## config.mk

```make
export PLATFORM = sky130hd
export DESIGN_NAME = idec_decode
export DESIGN_NICKNAME = d
export VERILOG_FILES = /design/src/common/idec_pkg.sv /design/src/rtl/idec_decode.sv
export SDC_FILE = /design/constraint.sdc
export NUM_CORES = 1
export LEC_CHECK = 0
export ABC_AREA = 1
export BUFFER_PORTS_ARGS = -buffer_cell sky130_fd_sc_hd__buf_2
export CORE_UTILIZATION = 55
export CTS_BUF_LIST = sky130_fd_sc_hd__clkbuf_8
export CTS_CLUSTER_DIAMETER = 120
export CTS_CLUSTER_SIZE = 10
export DETAILED_ROUTE_END_ITERATION = 6
export PLACE_DENSITY = 0.82
export SLEW_MARGIN = 20
export SYNTH_ARGS = -nofsm -noshare
export SYNTH_HDL_FRONTEND = slang
export SYNTH_SLANG_ARGS = --single-unit
```

## constraint.sdc

```tcl
create_clock -name CORE_CLK -period 4.53 [get_ports CORE_CLK]
set_clock_uncertainty 0.05 [all_clocks]
set_input_delay 1.359 -clock CORE_CLK [delete_from_list [all_inputs] [get_ports CORE_CLK]]
set_output_delay 1.359 -clock CORE_CLK [all_outputs]
set_load 0.02 [all_outputs]
```

## src/common/idec_pkg.sv

```systemverilog
// Package with opcode, field and size constants for the decode/align block.
package idec_pkg;
    // ==========================================================
    // Instruction fields
    // ==========================================================
    localparam int          INSN_W      = 32;
    localparam int          DATA_W      = 64;
    localparam logic [4:0]  REG_ZERO    = 5'h00;
    localparam logic [4:0]  REG_LINK    = 5'h1F;
    localparam logic [5:0]  OP_SPECIAL  = 6'h00;
    localparam logic [5:0]  OP_REGIMM   = 6'h01;
    localparam logic [5:0]  OP_J        = 6'h02;
    localparam logic [5:0]  OP_JAL      = 6'h03;
    localparam logic [5:0]  OP_BEQ      = 6'h04;
    localparam logic [5:0]  OP_BGTZ     = 6'h07;
    localparam logic [5:0]  OP_COP0     = 6'h10;
    localparam logic [5:0]  OP_COP1     = 6'h11;
    localparam logic [5:0]  OP_COP2     = 6'h12;
    localparam logic [5:0]  OP_BEQL     = 6'h14;
    localparam logic [5:0]  OP_BGTZL    = 6'h17;
    localparam logic [5:0]  OP_LDL      = 6'h1A;
    localparam logic [5:0]  OP_LDR      = 6'h1B;
    localparam logic [5:0]  OP_LB       = 6'h20;
    localparam logic [5:0]  OP_LH       = 6'h21;
    localparam logic [5:0]  OP_LWL      = 6'h22;
    localparam logic [5:0]  OP_LW       = 6'h23;
    localparam logic [5:0]  OP_LBU      = 6'h24;
    localparam logic [5:0]  OP_LHU      = 6'h25;
    localparam logic [5:0]  OP_LWR      = 6'h26;
    localparam logic [5:0]  OP_LWU      = 6'h27;
    localparam logic [5:0]  OP_SB       = 6'h28;
    localparam logic [5:0]  OP_SH       = 6'h29;
    localparam logic [5:0]  OP_SWL      = 6'h2A;
    localparam logic [5:0]  OP_SW       = 6'h2B;
    localparam logic [5:0]  OP_SDL      = 6'h2C;
    localparam logic [5:0]  OP_SDR      = 6'h2D;
    localparam logic [5:0]  OP_SWR      = 6'h2E;
    localparam logic [5:0]  OP_LL       = 6'h30;
    localparam logic [5:0]  OP_LLD      = 6'h34;
    localparam logic [5:0]  OP_LD       = 6'h37;
    localparam logic [5:0]  OP_SC       = 6'h38;
    localparam logic [5:0]  OP_SCD      = 6'h3C;
    localparam logic [5:0]  OP_SD       = 6'h3F;
    localparam logic [5:0]  FN_SLL      = 6'h00;
    localparam logic [5:0]  FN_SRAV     = 6'h07;
    localparam logic [5:0]  FN_JR       = 6'h08;
    localparam logic [5:0]  FN_JALR     = 6'h09;
    localparam logic [5:0]  FN_SYNC     = 6'h0F;
    localparam logic [5:0]  FN_DSLLV    = 6'h14;
    localparam logic [5:0]  FN_DSRAV    = 6'h17;
    localparam logic [5:0]  FN_TGE      = 6'h30;
    localparam logic [5:0]  FN_TNE      = 6'h36;
    localparam logic [5:0]  FN_DSLL     = 6'h38;
    localparam logic [5:0]  FN_DSRA     = 6'h3B;
    localparam logic [5:0]  FN_DWORD_SHL_PLUS_THIRTYTWO   = 6'h3C;
    localparam logic [5:0]  FN_DSRA32   = 6'h3F;
    localparam logic [5:0]  FN_WAIT     = 6'h20;
    localparam logic [4:0]  RT_BLTZ     = 5'h00;
    localparam logic [4:0]  RT_BGEZL    = 5'h03;
    localparam logic [4:0]  RT_TGEI     = 5'h08;
    localparam logic [4:0]  RT_TNEI     = 5'h0E;
    localparam logic [4:0]  RT_BRANCH_NEGATIVE_LINK   = 5'h10;
    localparam logic [4:0]  RT_BGEZALL  = 5'h13;
    localparam logic [4:0]  RS_MF       = 5'h00;
    localparam logic [4:0]  RS_DMF      = 5'h01;
    localparam logic [4:0]  RS_MT       = 5'h04;
    localparam logic [4:0]  RS_DMT      = 5'h05;
    localparam logic [4:0]  RS_BC       = 5'h08;
    localparam logic [5:0]  SHAMT_HI    = 6'h20;

    // ==========================================================
    // Access sizes, system registers
    // ==========================================================
    typedef enum logic [1:0] {
        IDEC_SZ_BYTE  = 2'h0,
        IDEC_SZ_HALF  = 2'h1,
        IDEC_SZ_WORD  = 2'h2,
        IDEC_SZ_DWORD = 2'h3
    } idec_size_t;

    localparam logic [4:0]  SYS_TLB_INDEX  = 5'h00;
    localparam logic [4:0]  SYS_TLB_RANDOM = 5'h01;
    localparam logic [4:0]  SYS_EVEN_LO    = 5'h02;
    localparam logic [4:0]  SYS_ODD_LO     = 5'h03;
    localparam logic [4:0]  SYS_CONTEXT    = 5'h04;
    localparam logic [4:0]  SYS_PAGE_MASK  = 5'h05;
    localparam logic [4:0]  SYS_REG_LAST   = 5'h1F;

    // Power state, Gray coded along run -> standby -> run.
    typedef enum logic [1:0] {
        IDEC_RUN     = 2'b00,
        IDEC_STANDBY = 2'b01
    } idec_pwr_t;
endpackage : idec_pkg

```

## src/rtl/idec_decode.sv

```systemverilog
// Instruction classification, alignment check and endian byte steering.
// ==============================================================
// Overview of operation
// - Byte, half, word, doubleword sizes handled
// - Byte order chosen by configuration input
// - Big-endian: lowest address to top lane
// - Little-endian: lowest address to low lane
// - Bit zero always least significant
// - Halfword aligned only on even address
// - Word aligned only on multiple of four
// - Doubleword aligned only on multiple of eight
// - Left/right partial accesses for misaligned data
// - Misaligned pair costs one extra instruction
// - Wait enters standby only with bus idle
// - Any interrupt leaves standby
// - Reserved system register access is undefined
// - Coprocessor two reserved, no function
// - System register numbers 0 to 5 mapped
// - Pseudorandom pointer register is read only
// - Conditional traps, register or immediate forms
// - Plus-32 doubleword constant shift forms
// - Likely variants of all conditional branches
// - Linked load, conditional store, sync
// - System coprocessor translates, changes privilege
// - Link instructions write general register 31, except JALR which writes rd
// - Register zero reads zero, writes dropped
// - Instruction word is 32 bits wide
// ==============================================================
module idec_decode
    import idec_pkg::*;
#(
    parameter int DW = DATA_W
)
(
    input  wire logic              CORE_CLK,
    input  wire logic              RESETN,
    input  wire logic              CLK_EN,
    input  wire logic              INSN_VALID,
    input  wire logic [INSN_W-1:0] INSN,
    input  wire logic [2:0]        ADDR_LOW,
    input  wire logic [DW-1:0]     STORE_DATA,
    input  wire logic              BIG_ENDIAN,
    input  wire logic              BUS_IDLE,
    input  wire logic              IRQ_ANY,
    output logic                   IS_JUMP,
    output logic                   IS_BRANCH,
    output logic                   IS_LIKELY,
    output logic                   IS_LINK,
    output logic                   IS_TRAP,
    output logic                   IS_SHIFT,
    output logic [5:0]             SHIFT_AMT,
    output logic                   IS_COP_MOVE,
    output logic                   IS_SYS_OP,
    output logic                   IS_LINKED,
    output logic                   IS_SYNC,
    output logic                   IS_MEM,
    output logic                   IS_PARTIAL,
    output logic                   EXTRA_CYCLE,
    output logic [1:0]             MEM_SIZE,
    output logic [7:0]             BYTE_EN,
    output logic [DW-1:0]          LANE_DATA,
    output logic                   ADDR_ERROR,
    output logic                   RESERVED_INSN,
    output logic                   SYS_REG_WRITE,
    output logic                   SYS_REG_UNDEF,
    output logic [4:0]             DEST_REG,
    output logic                   DEST_WRITE,
    output logic                   STANDBY
);

    // ==========================================================
    // Reset release
    // ==========================================================
    logic rst_meta;
    logic rst_n;
    always_ff @(posedge CORE_CLK or negedge RESETN)
    begin
        if (!RESETN)
        begin
            rst_meta <= 1'b0;
            rst_n    <= 1'b0;
        end
        else
        begin
            rst_meta <= 1'b1;
            rst_n    <= rst_meta;
        end
    end

    // ==========================================================
    // Field decode
    // ==========================================================
    logic [5:0] op;
    logic [5:0] fn;
    logic [4:0] rs;
    logic [4:0] rt;
    logic [4:0] rd;
    logic [4:0] sa;
    assign op = INSN[31:26];
    assign rs = INSN[25:21];
    assign rt = INSN[20:16];
    assign rd = INSN[15:11];
    assign sa = INSN[10:6];
    assign fn = INSN[5:0];

    logic       special;
    logic       regimm;
    logic       cop_any;
    logic       jump;
    logic       br_norm;
    logic       br_likely;
    logic       br_cop;
    logic       link;
    logic       trap;
    logic       shift;
    logic [5:0] shamt;
    logic       partial;
    logic       linked;
    logic       mem;
    logic       store;
    logic       wait_op;
    logic [1:0] size;
    logic       misal;

    always_comb
    begin
        special = (op == OP_SPECIAL);
        regimm  = (op == OP_REGIMM);
        cop_any = (op == OP_COP0) || (op == OP_COP1) || (op == OP_COP2);
        jump    = (op == OP_J) || (op == OP_JAL)
                  || (special && (fn == FN_JR || fn == FN_JALR));
        br_cop  = cop_any && (rs == RS_BC);
        // Likely branches sit in their own opcode rows or rt codes.
        br_likely = (op >= OP_BEQL && op <= OP_BGTZL)
                    || (regimm && rt[1] && !rt[3])
                    || (br_cop && rt[1]);
        br_norm = (op >= OP_BEQ && op <= OP_BGTZ)
                  || (regimm && (rt <= RT_BGEZL
                      || (rt >= RT_BRANCH_NEGATIVE_LINK && rt <= RT_BGEZALL)))
                  || br_likely || br_cop;
        link    = (op == OP_JAL) || (special && fn == FN_JALR)
                  || (regimm && rt >= RT_BRANCH_NEGATIVE_LINK && rt <= RT_BGEZALL);
        trap    = (special && fn >= FN_TGE && fn <= FN_TNE)
                  || (regimm && rt >= RT_TGEI && rt <= RT_TNEI);
        shift   = special && (fn <= FN_SRAV
                  || (fn >= FN_DSLLV && fn <= FN_DSRAV)
                  || fn >= FN_DSLL);
        shamt   = {1'b0, sa};
        if (special && fn >= FN_DWORD_SHL_PLUS_THIRTYTWO && fn <= FN_DSRA32)
            shamt = {1'b0, sa} + SHAMT_HI;
        partial = (op == OP_LWL) || (op == OP_LWR) || (op == OP_SWL)
                  || (op == OP_SWR) || (op == OP_LDL) || (op == OP_LDR)
                  || (op == OP_SDL) || (op == OP_SDR);
        linked  = (op == OP_LL) || (op == OP_LLD)
                  || (op == OP_SC) || (op == OP_SCD);
        mem     = (op >= OP_LB && op <= OP_SD && op != 6'h2F
                   && op != 6'h33 && op != 6'h3B)
                  || op == OP_LDL || op == OP_LDR;
        // Doubleword left/right loads also carry opcode bit 3.
        store   = op[3] && (op >= OP_SB);
        wait_op = (op == OP_COP0) && rs[4] && (fn == FN_WAIT);
        case (op)
            OP_LB, OP_LBU, OP_SB:             size = IDEC_SZ_BYTE;
            OP_LH, OP_LHU, OP_SH:             size = IDEC_SZ_HALF;
            OP_LW, OP_LWU, OP_SW, OP_LL, OP_SC,
            OP_LWL, OP_LWR, OP_SWL, OP_SWR:   size = IDEC_SZ_WORD;
            default:                          size = IDEC_SZ_DWORD;
        endcase
        case (size)
            IDEC_SZ_HALF:  misal = ADDR_LOW[0];
            IDEC_SZ_WORD:  misal = |ADDR_LOW[1:0];
            IDEC_SZ_DWORD: misal = |ADDR_LOW;
            default:       misal = 1'b0;
        endcase
    end

    // ==========================================================
    // Byte lane steering
    // ==========================================================
    // A lane index counts address bytes; big-endian mirrors it so the
    // lowest address lands in the top lane. Bit 0 stays the LSB.
    logic [7:0]    next_be;
    logic [DW-1:0] next_lane;
    logic [3:0]    nbytes;
    assign nbytes = 4'h1 << size;

    genvar g;
    generate
        for (g = 0; g < 8; g++)
        begin : g_lane
            logic [2:0] off;
            logic [3:0] src;
            logic       in_op;
            assign off   = 3'(g) - ADDR_LOW;
            assign in_op = ({1'b0, off} < nbytes) && (3'(g) >= ADDR_LOW);
            // Big-endian: lane base+n-1-k takes operand byte k.
            assign src   = BIG_ENDIAN ? (nbytes - 4'h1 - 4'(off))
                                      : 4'(off);
            assign next_be[g] = in_op;
            assign next_lane[g*8 +: 8] =
                in_op ? STORE_DATA[8*src +: 8] : 8'h00;
        end
    endgenerate

    // ==========================================================
    // Registered outputs
    // ==========================================================
    logic extra_pend;
    always_ff @(posedge CORE_CLK or negedge rst_n)
    begin
        if (!rst_n)
        begin
            IS_JUMP       <= 1'b0;
            IS_BRANCH     <= 1'b0;
            IS_LIKELY     <= 1'b0;
            IS_LINK       <= 1'b0;
            IS_TRAP       <= 1'b0;
            IS_SHIFT      <= 1'b0;
            SHIFT_AMT     <= 6'h00;
            IS_COP_MOVE   <= 1'b0;
            IS_SYS_OP     <= 1'b0;
            IS_LINKED     <= 1'b0;
            IS_SYNC       <= 1'b0;
            IS_MEM        <= 1'b0;
            IS_PARTIAL    <= 1'b0;
            MEM_SIZE      <= 2'h0;
            BYTE_EN       <= 8'h00;
            LANE_DATA     <= '0;
            ADDR_ERROR    <= 1'b0;
            RESERVED_INSN <= 1'b0;
            SYS_REG_WRITE <= 1'b0;
            SYS_REG_UNDEF <= 1'b0;
            DEST_REG      <= 5'h00;
            DEST_WRITE    <= 1'b0;
        end
        else if (CLK_EN)
        begin
            IS_JUMP     <= INSN_VALID && jump;
            IS_BRANCH   <= INSN_VALID && br_norm && (op != OP_COP2);
            IS_LIKELY   <= INSN_VALID && br_likely && (op != OP_COP2);
            IS_LINK     <= INSN_VALID && link;
            IS_TRAP     <= INSN_VALID && trap;
            IS_SHIFT    <= INSN_VALID && shift;
            SHIFT_AMT   <= shamt;
            IS_COP_MOVE <= INSN_VALID && cop_any && (op != OP_COP2)
                           && (rs == RS_MF || rs == RS_DMF
                               || rs == RS_MT || rs == RS_DMT);
            // TLB and mode-change operations go to the system unit.
            IS_SYS_OP   <= INSN_VALID && (op == OP_COP0);
            IS_LINKED   <= INSN_VALID && linked;
            IS_SYNC     <= INSN_VALID && special && (fn == FN_SYNC);
            IS_MEM      <= INSN_VALID && mem;
            IS_PARTIAL  <= INSN_VALID && partial;
            MEM_SIZE    <= size;
            BYTE_EN     <= (INSN_VALID && mem && !misal) ? next_be : 8'h00;
            LANE_DATA   <= next_lane;
            // Partial forms exist to reach misaligned data and never trap.
            ADDR_ERROR  <= INSN_VALID && mem && !partial && misal;
            RESERVED_INSN <= INSN_VALID && (op == OP_COP2);
            // Writes to the pseudorandom pointer are suppressed.
            SYS_REG_WRITE <= INSN_VALID && (op == OP_COP0)
                             && (rs == RS_MT || rs == RS_DMT)
                             && (rd != SYS_TLB_RANDOM);
            // Only 0..5 are decoded here; other numbers are flagged for MF and MT moves, not DMF or DMT.
            SYS_REG_UNDEF <= INSN_VALID && (op == OP_COP0)
                             && (rs == RS_MF || rs == RS_MT)
                             && (rd > SYS_PAGE_MASK);
            DEST_REG    <= link && (op != OP_SPECIAL) ? REG_LINK
                           : (special ? rd : rt);
            DEST_WRITE  <= INSN_VALID && (link || special || (mem && !store))
                           && ((link && op != OP_SPECIAL)
                               || (special ? rd : rt) != REG_ZERO);
        end
    end

    // Second half of a left/right pair is the one extra instruction.
    always_ff @(posedge CORE_CLK or negedge rst_n)
    begin
        if (!rst_n)
            extra_pend <= 1'b0;
        else if (CLK_EN && INSN_VALID)
            extra_pend <= partial && !extra_pend;
    end
    assign EXTRA_CYCLE = extra_pend;

    // ==========================================================
    // Standby control
    // ==========================================================
    idec_pwr_t pwr;
    always_ff @(posedge CORE_CLK or negedge rst_n)
    begin
        if (!rst_n)
            pwr <= IDEC_RUN;
        else if (CLK_EN)
            case (pwr)
                IDEC_RUN:
                    if (INSN_VALID && wait_op && BUS_IDLE)
                        pwr <= IDEC_STANDBY;
                IDEC_STANDBY:
                    if (IRQ_ANY)
                        pwr <= IDEC_RUN;
                default: pwr <= IDEC_RUN;
            endcase
    end
    assign STANDBY = (pwr == IDEC_STANDBY);

    // ==========================================================
    // Checks
    // ==========================================================
    chk_standby_entry: assert property (@(posedge CORE_CLK) disable iff (!rst_n)
        CLK_EN && INSN_VALID && wait_op && !BUS_IDLE && !STANDBY
        |=> !STANDBY) else $error("standby entered with bus busy");
    chk_standby_exit: assert property (@(posedge CORE_CLK) disable iff (!rst_n)
        CLK_EN && STANDBY && IRQ_ANY |=> !STANDBY)
        else $error("interrupt did not end standby");
    chk_half_align: assert property (@(posedge CORE_CLK) disable iff (!rst_n)
        CLK_EN && INSN_VALID && (op == OP_LH || op == OP_SH) && ADDR_LOW[0]
        |=> ADDR_ERROR && BYTE_EN == 8'h00)
        else $error("odd halfword not flagged");
    chk_word_align: assert property (@(posedge CORE_CLK) disable iff (!rst_n)
        CLK_EN && INSN_VALID && (op == OP_LW || op == OP_SW)
        && ADDR_LOW[1:0] == 2'h2
        |=> ADDR_ERROR) else $error("misaligned word not flagged");
    chk_dword_align: assert property (@(posedge CORE_CLK) disable iff (!rst_n)
        CLK_EN && INSN_VALID && (op == OP_LD || op == OP_SD)
        && ADDR_LOW == 3'h0
        |=> !ADDR_ERROR && BYTE_EN == 8'hFF)
        else $error("aligned dword refused");
    chk_partial_ok: assert property (@(posedge CORE_CLK) disable iff (!rst_n)
        CLK_EN && INSN_VALID && op == OP_LWL |=> !ADDR_ERROR && IS_PARTIAL)
        else $error("partial access trapped");
    chk_link_dest: assert property (@(posedge CORE_CLK) disable iff (!rst_n)
        CLK_EN && INSN_VALID && op == OP_JAL
        |=> DEST_REG == REG_LINK && DEST_WRITE)
        else $error("link not to r31");
    chk_zero_drop: assert property (@(posedge CORE_CLK) disable iff (!rst_n)
        DEST_WRITE |-> DEST_REG != REG_ZERO)
        else $error("write to register zero");
    chk_random_ro: assert property (@(posedge CORE_CLK) disable iff (!rst_n)
        CLK_EN && INSN_VALID && op == OP_COP0 && rs == RS_MT
        && rd == SYS_TLB_RANDOM |=> !SYS_REG_WRITE)
        else $error("random pointer written");
    chk_shift_plus: assert property (@(posedge CORE_CLK) disable iff (!rst_n)
        CLK_EN && special && fn == FN_DWORD_SHL_PLUS_THIRTYTWO
        |=> SHIFT_AMT == 6'(SHAMT_HI + $past(sa)) && SHIFT_AMT[5])
        else $error("plus-32 shift lost");

endmodule // idec_decode

```

== Word-level counts from Yosys, hierarchy flattened ==
Memories as Yosys holds them, arrays and structs flattened.
Cells that the tools add are included.

* Equality and inequality tests: 37
* $lt $le $gt $ge: 37
* Shift operators: 9
* Reductions and logical operators: 117
* Add/sub/neg operators: 18
* Muxes and demuxes: 24

{| class="wikitable"
|+ Operators with widths
! cell !! count
|-
| $shiftx A64 B8 Y8 || 8
|-
| $mux W8 || 9
|-
| $logic_and A1 B1 Y1 || 68
|-
| $eq A6 B6 Y1 const B || 11
|-
| $logic_or A1 B1 Y1 || 36
|-
| $lt A3 B4 Y1 || 8
|-
| $mux W4 || 8
|-
| $sub A4 B3 Y4 || 8
|-
| $eq A6 B5 Y1 const B || 5
|-
| $ge A6 B6 Y1 const B || 5
|-
| $eq A6 B4 Y1 const B || 3
|-
| $le A6 B6 Y1 const B || 3
|-
| $ne A6 B6 Y1 const B || 3
|-
| $eq A6 B2 Y1 const B || 2
|-
| $ge A3 B3 Y1 const A || 4
|-
| $ge A6 B5 Y1 const B || 2
|-
| $le A6 B3 Y1 const B || 2
|-
| $le A6 B5 Y1 const B || 2
|-
| $sub A3 B3 Y3 const A || 4
|-
| $eq A5 B3 Y1 const B || 2
|-
| $mux W5 || 2
|-
| $add A5 B6 Y6 const B || 1
|-
| $eq A6 B1 Y1 const B || 1
|-
| $ge A1 B3 Y1 const A || 2
|-
| other kinds (32) || 43
|}

* Output and inout bits: 104
* Memories kept: 1
* Register bits after elaboration: 107
* Bits in read-only memories: 128
* Logic and storage cells: 269
* Bits of input ports: 106

{| class="wikitable"
|+ Memory list
! name !! depth !! bits a word !! rd ports !! clocked after memory_dff !! write ports !! RTL line !! text
|-
| (no name shown) || 64 || 2 || 1 || 0 || 0 || idec_decode.sv:162 || <nowiki>case (op)</nowiki>
|}

== Depth between registers and ports, before layout ==
* Word-level depth: 11
* Gate-level depth with buffers: 17
* Gate-level depth less buffers: 16

== Worst setup path before layout ==
Ideal clock, no wire load.

* Path type: input -> register
* From: in INSN[26]
* To: reg LANE_DATA[38]
* Library setup time: 0.116 ns
* Stages on the path: 15
* Path slack: 0.698 ns
* Arrival: 3.666 ns
* Required time: 4.364 ns
* Path through: nor2_2 -> nand3_2 -> a21oi_1 -> ha_1 -> inv_1 -> fa_1 -> nor2_4 -> nor2_4 -> inv_4 -> buf_2 -> o211ai_2 -> nand3_1 -> nand2_1 -> nand2_1 -> nand2_1

* Cells in the longest elaborated chain, start to end: 7
* Elaborated cells between the ends (all ways): 9
* Classes of those cells: 2 x add/sub; 1 x order compare; 2 x shift; 2 x mux; 1 x reduce/logical; 1 x memory

{| class="wikitable"
|+ RTL lines
! item !! RTL line !! text
|-
| from (decl) || idec_decode.sv:39 || <nowiki>input wire logic [INSN_W-1:0] INSN,</nowiki>
|-
| $mem_v2 Z64 W2 * || - ||
|-
| $shl A1 B2 Y4 * || idec_decode.sv:185 || <nowiki>assign nbytes = 4'h1 << size;</nowiki>
|-
| $sub A4 B1 Y4 || idec_decode.sv:197 || <nowiki>assign src = BIG_ENDIAN ? (nbytes - 4'h1 - 4'(off))</nowiki>
|-
| $sub A4 B3 Y4 || idec_decode.sv:197 ||
|-
| $mux W4 || idec_decode.sv:197 ||
|-
| $shiftx A64 B8 Y8 || idec_decode.sv:201 || <nowiki>in_op ? STORE_DATA[8*src +: 8] : 8'h00;</nowiki>
|-
| $mux W8 * || idec_decode.sv:201 ||
|-
| to (signal assigned) || idec_decode.sv:256 || <nowiki>LANE_DATA <= next_lane;</nowiki>
|-
| to (decl) || idec_decode.sv:61 || <nowiki>output logic [DW-1:0] LANE_DATA,</nowiki>
|}

Mark *: on every way between the ends. The rest lies on a longest branch, timed or not.
A chain may end at the register's enable or synchronous reset.

== Final worst setup path ==
* From: in INSN[26]
* To: reg LANE_DATA[5]

The elaborated chain is that of the path after synthesis.

==> impl_metrics.yaml <==
setup_path:
  criticalPathCategory: "input port to register"
  cp-startpoint: "INSN[26]"
  r2r_slack_ns: 3.02
  end_kind: "register"
  arrival_ns: 4.23
  worst-path-max-fanout: 17
  setup.worst_path.start_class: "input port"
  required_ns: 4.84
  timing.rr.start: "rst_n"
synthesis:
  synth.distinct_cells: 55
  yosys_warnings: 0
  synthesis.area_sq_um: 8700
  seq_area_frac_synth: 0.305
  syn-num-nets: 1395
  synthArstFlopShare: 1.00
  ys_ff_latch: 106
  synthCells: 1246
  synth_edf_count: 0
  synth_area_per_cell_sq_um: 6.98
  synthFlopType: "dfrtp_1"
clocking:
  root_buffer: "clkbuf_8"
  cts_setup_buffers: 0
  htreeDepth: 3
  clock_path_buffers: 2
  hold_buffers: 0
  clock-sinks: 106
  cts_buffers: 9
  cts_tree: "done"
  clkLatencyLatePin_ns: 0.41
  clk_pin_slew_ns: 0.11
  post_cts_resized: 0
floorplan:
  std_cell_rows: 45
  start_util: 0.568
  dieHeight_um: 128
  ioPinCount: 210
  core-area_sq_um: 15300
  die_area_sq_um: 16300
  die_w_um: 128
detailed_routing:
  post_drt_via_cell_ratio: 5.67
  ant_nets: 0
  highest_layer: "met4"
  met2WireLength_um: 12400
  drt_wl_total_um: 29000
  first_iter_violations: 1046
  wl_per_cell_um: 17.5
  remaining_drc_errors: 4
  first_pass_iters: 7
  wl_met3_um: 2940
  wl_met1_um: 12800
  vias: 9414
sta:
  setup_viol: 0
  grt_setup_unrepaired: "false"
  period_needed_ns: 3.91
  tightest_slew_ns: 0.978
  max_freq_mhz: 255
  period_share: 0.864
  relSlewSlack: 0.348
  timing.final.hold_violations: 0
  slew_violations: 0
  final.setup.tns_ns: 0
global_route:
  grt_first_pass_wirelength_um: 45500
  antenna_found_initial: 0
  grt_use_total: 0.361
  grt_pass1_vias: 8544
  grt.overflow.total: 0
  grt_max_degree: 97
final_layout:
  n_antenna_cell: 0
  n_fill_cell: 1462
  syn_to_final_growth_pct: 16.6
  nets: 1592
  drive_gt1_frac: 0.243
  final_cell_area_sq_um: 10100
place:
  placed_area_sq_um: 9930
  port_buffers: 209
  gp_congestion: 1.05
  hpwl_um: 22800
min_path:
  hold_path.startpoint: "rst_meta"
  hold_path_class: "register to register"
power:
  power_density_nw_per_um2: 301
  vdd_drop_max_uv: 264
  power.leakage_nw: 5.74
  p_total_mw: 3.05
run_status:
  status: "finished, violations left"
  violations: "design-rule violations"
run:
  maxCapViolations: 0
## per-layer routing
layer | GRT usage | up-vias
met1 | 0.512 | 4288
met2 | 0.542 | 543
met3 | 0.0730 | 57
li1 | - | 4526
met4 | 0.131 | 0
met5 | 0 | -
## metrics by stage
stage | hold slack (ns) | cells | utilization | setup slack, ns
global route | 0.335 | 1659 | 0.662 | 0.432
CTS | 0.334 | 1659 | 0.662 | 0.689
finish | 0.330 | 1659 | 0.662 | 0.615
floorplan | 0.281 | 1246 | - | 0.698
detailed placement | 0.300 | 1643 | 0.648 | 0.249
global placement | 0.294 | 1643 | 0.648 | 0.295
## flip-flops by register name (all words and copies together), names as in the netlist, 2 cells and up
register   count
DEST_REG       5
BYTE_EN        8
MEM_SIZE       2
SHIFT_AMT      6
LANE_DATA     64
## critical path, cell delays in order
cell and delay [ns]:
buf_2 0.12, inv_1 0.09, nor2_1 0.05, nor2_1 0.18, nand2_4 0.10, a21oi_1 0.33
ha_1 0.25, inv_1 0.10, fa_1 0.56, nor2_4 0.05, nor2_4 0.37, inv_4 0.21
o211ai_2 0.12, nand3_1 0.09, nand2_1 0.10, nand2_1 0.05, nand2_1 0.07
## report_power, final
part	total (mW)	internal, mW	switching, mW
logic	1.28	0.416	0.860
clock network	0.650	0.265	0.384
registers	1.13	1.05	0.0738
## synthesized netlist by cell type (10+ instances only)
cell type	n	area [sq um]
a21oi_1	15	75.1
buf_2	15	75.1
clkbuf_1	14	52.6
dfrtp_1	106	2650
ha_1	38	475
inv_1	128	480
inv_2	12	45.0
nand2_1	425	1600
nand2_2	10	62.6
nand3_1	217	1090
nor2_1	35	131
nor2_2	10	62.6
o211ai_1	24	180
o211ai_2	40	500
o21ai_0	13	65.1
o21ai_1	42	210
## final cells by class
type                    instances  area, sq um  share of cell area
inverters                     145          554              0.0546
repair buffers                228         1200               0.118
well taps                     211          264              0.0260
clock inverters                 7         82.6             0.00814
clock buffers                   9          124              0.0122
flip-flops and latches        106         2660               0.262
multi-input cells             953         5260               0.519
## cell families (layout without fill, tap and decap cells)
kind of cell               after synthesis  in the layout  share of synthesized area
xor gates and xnor gates                 5              5                    0.00590
buffers and inverters                  187            389                     0.0922
AOI/OAI and AO/OA                      170            170                      0.156
adders and majority gates               43             43                     0.0661
DFF                                    106            106                      0.305
other                                    1              1                   0.000431
and+or+nand+nor                        734            734                      0.375
## cell usage in the layout (no fill, tap or decap), drive strengths merged, types with 3 or more instances in the layout
cell type and count:
a21oi 18, a31oi 3, a41oi 4, buf 228
clkbuf 9, dfrtp 106, fa 5, ha 38
inv 147, nand2 436, nand3 223, nand4 8
nor2 54, nor3 6, o211ai 64, o21ai 60
o21bai 9, xnor2 3
## final timing paths
check                                 to  cells after the start
min in group asynchronous   SHIFT_AMT[2]                      0
hold reg to reg                    rst_n                      0
hold / removal                     rst_n                      0
setup reg to reg           LANE_DATA[36]                      1
max in group asynchronous  LANE_DATA[36]                      1
setup / recovery            LANE_DATA[5]                     17
No activity file was read; power rests on OpenSTA's default activity.
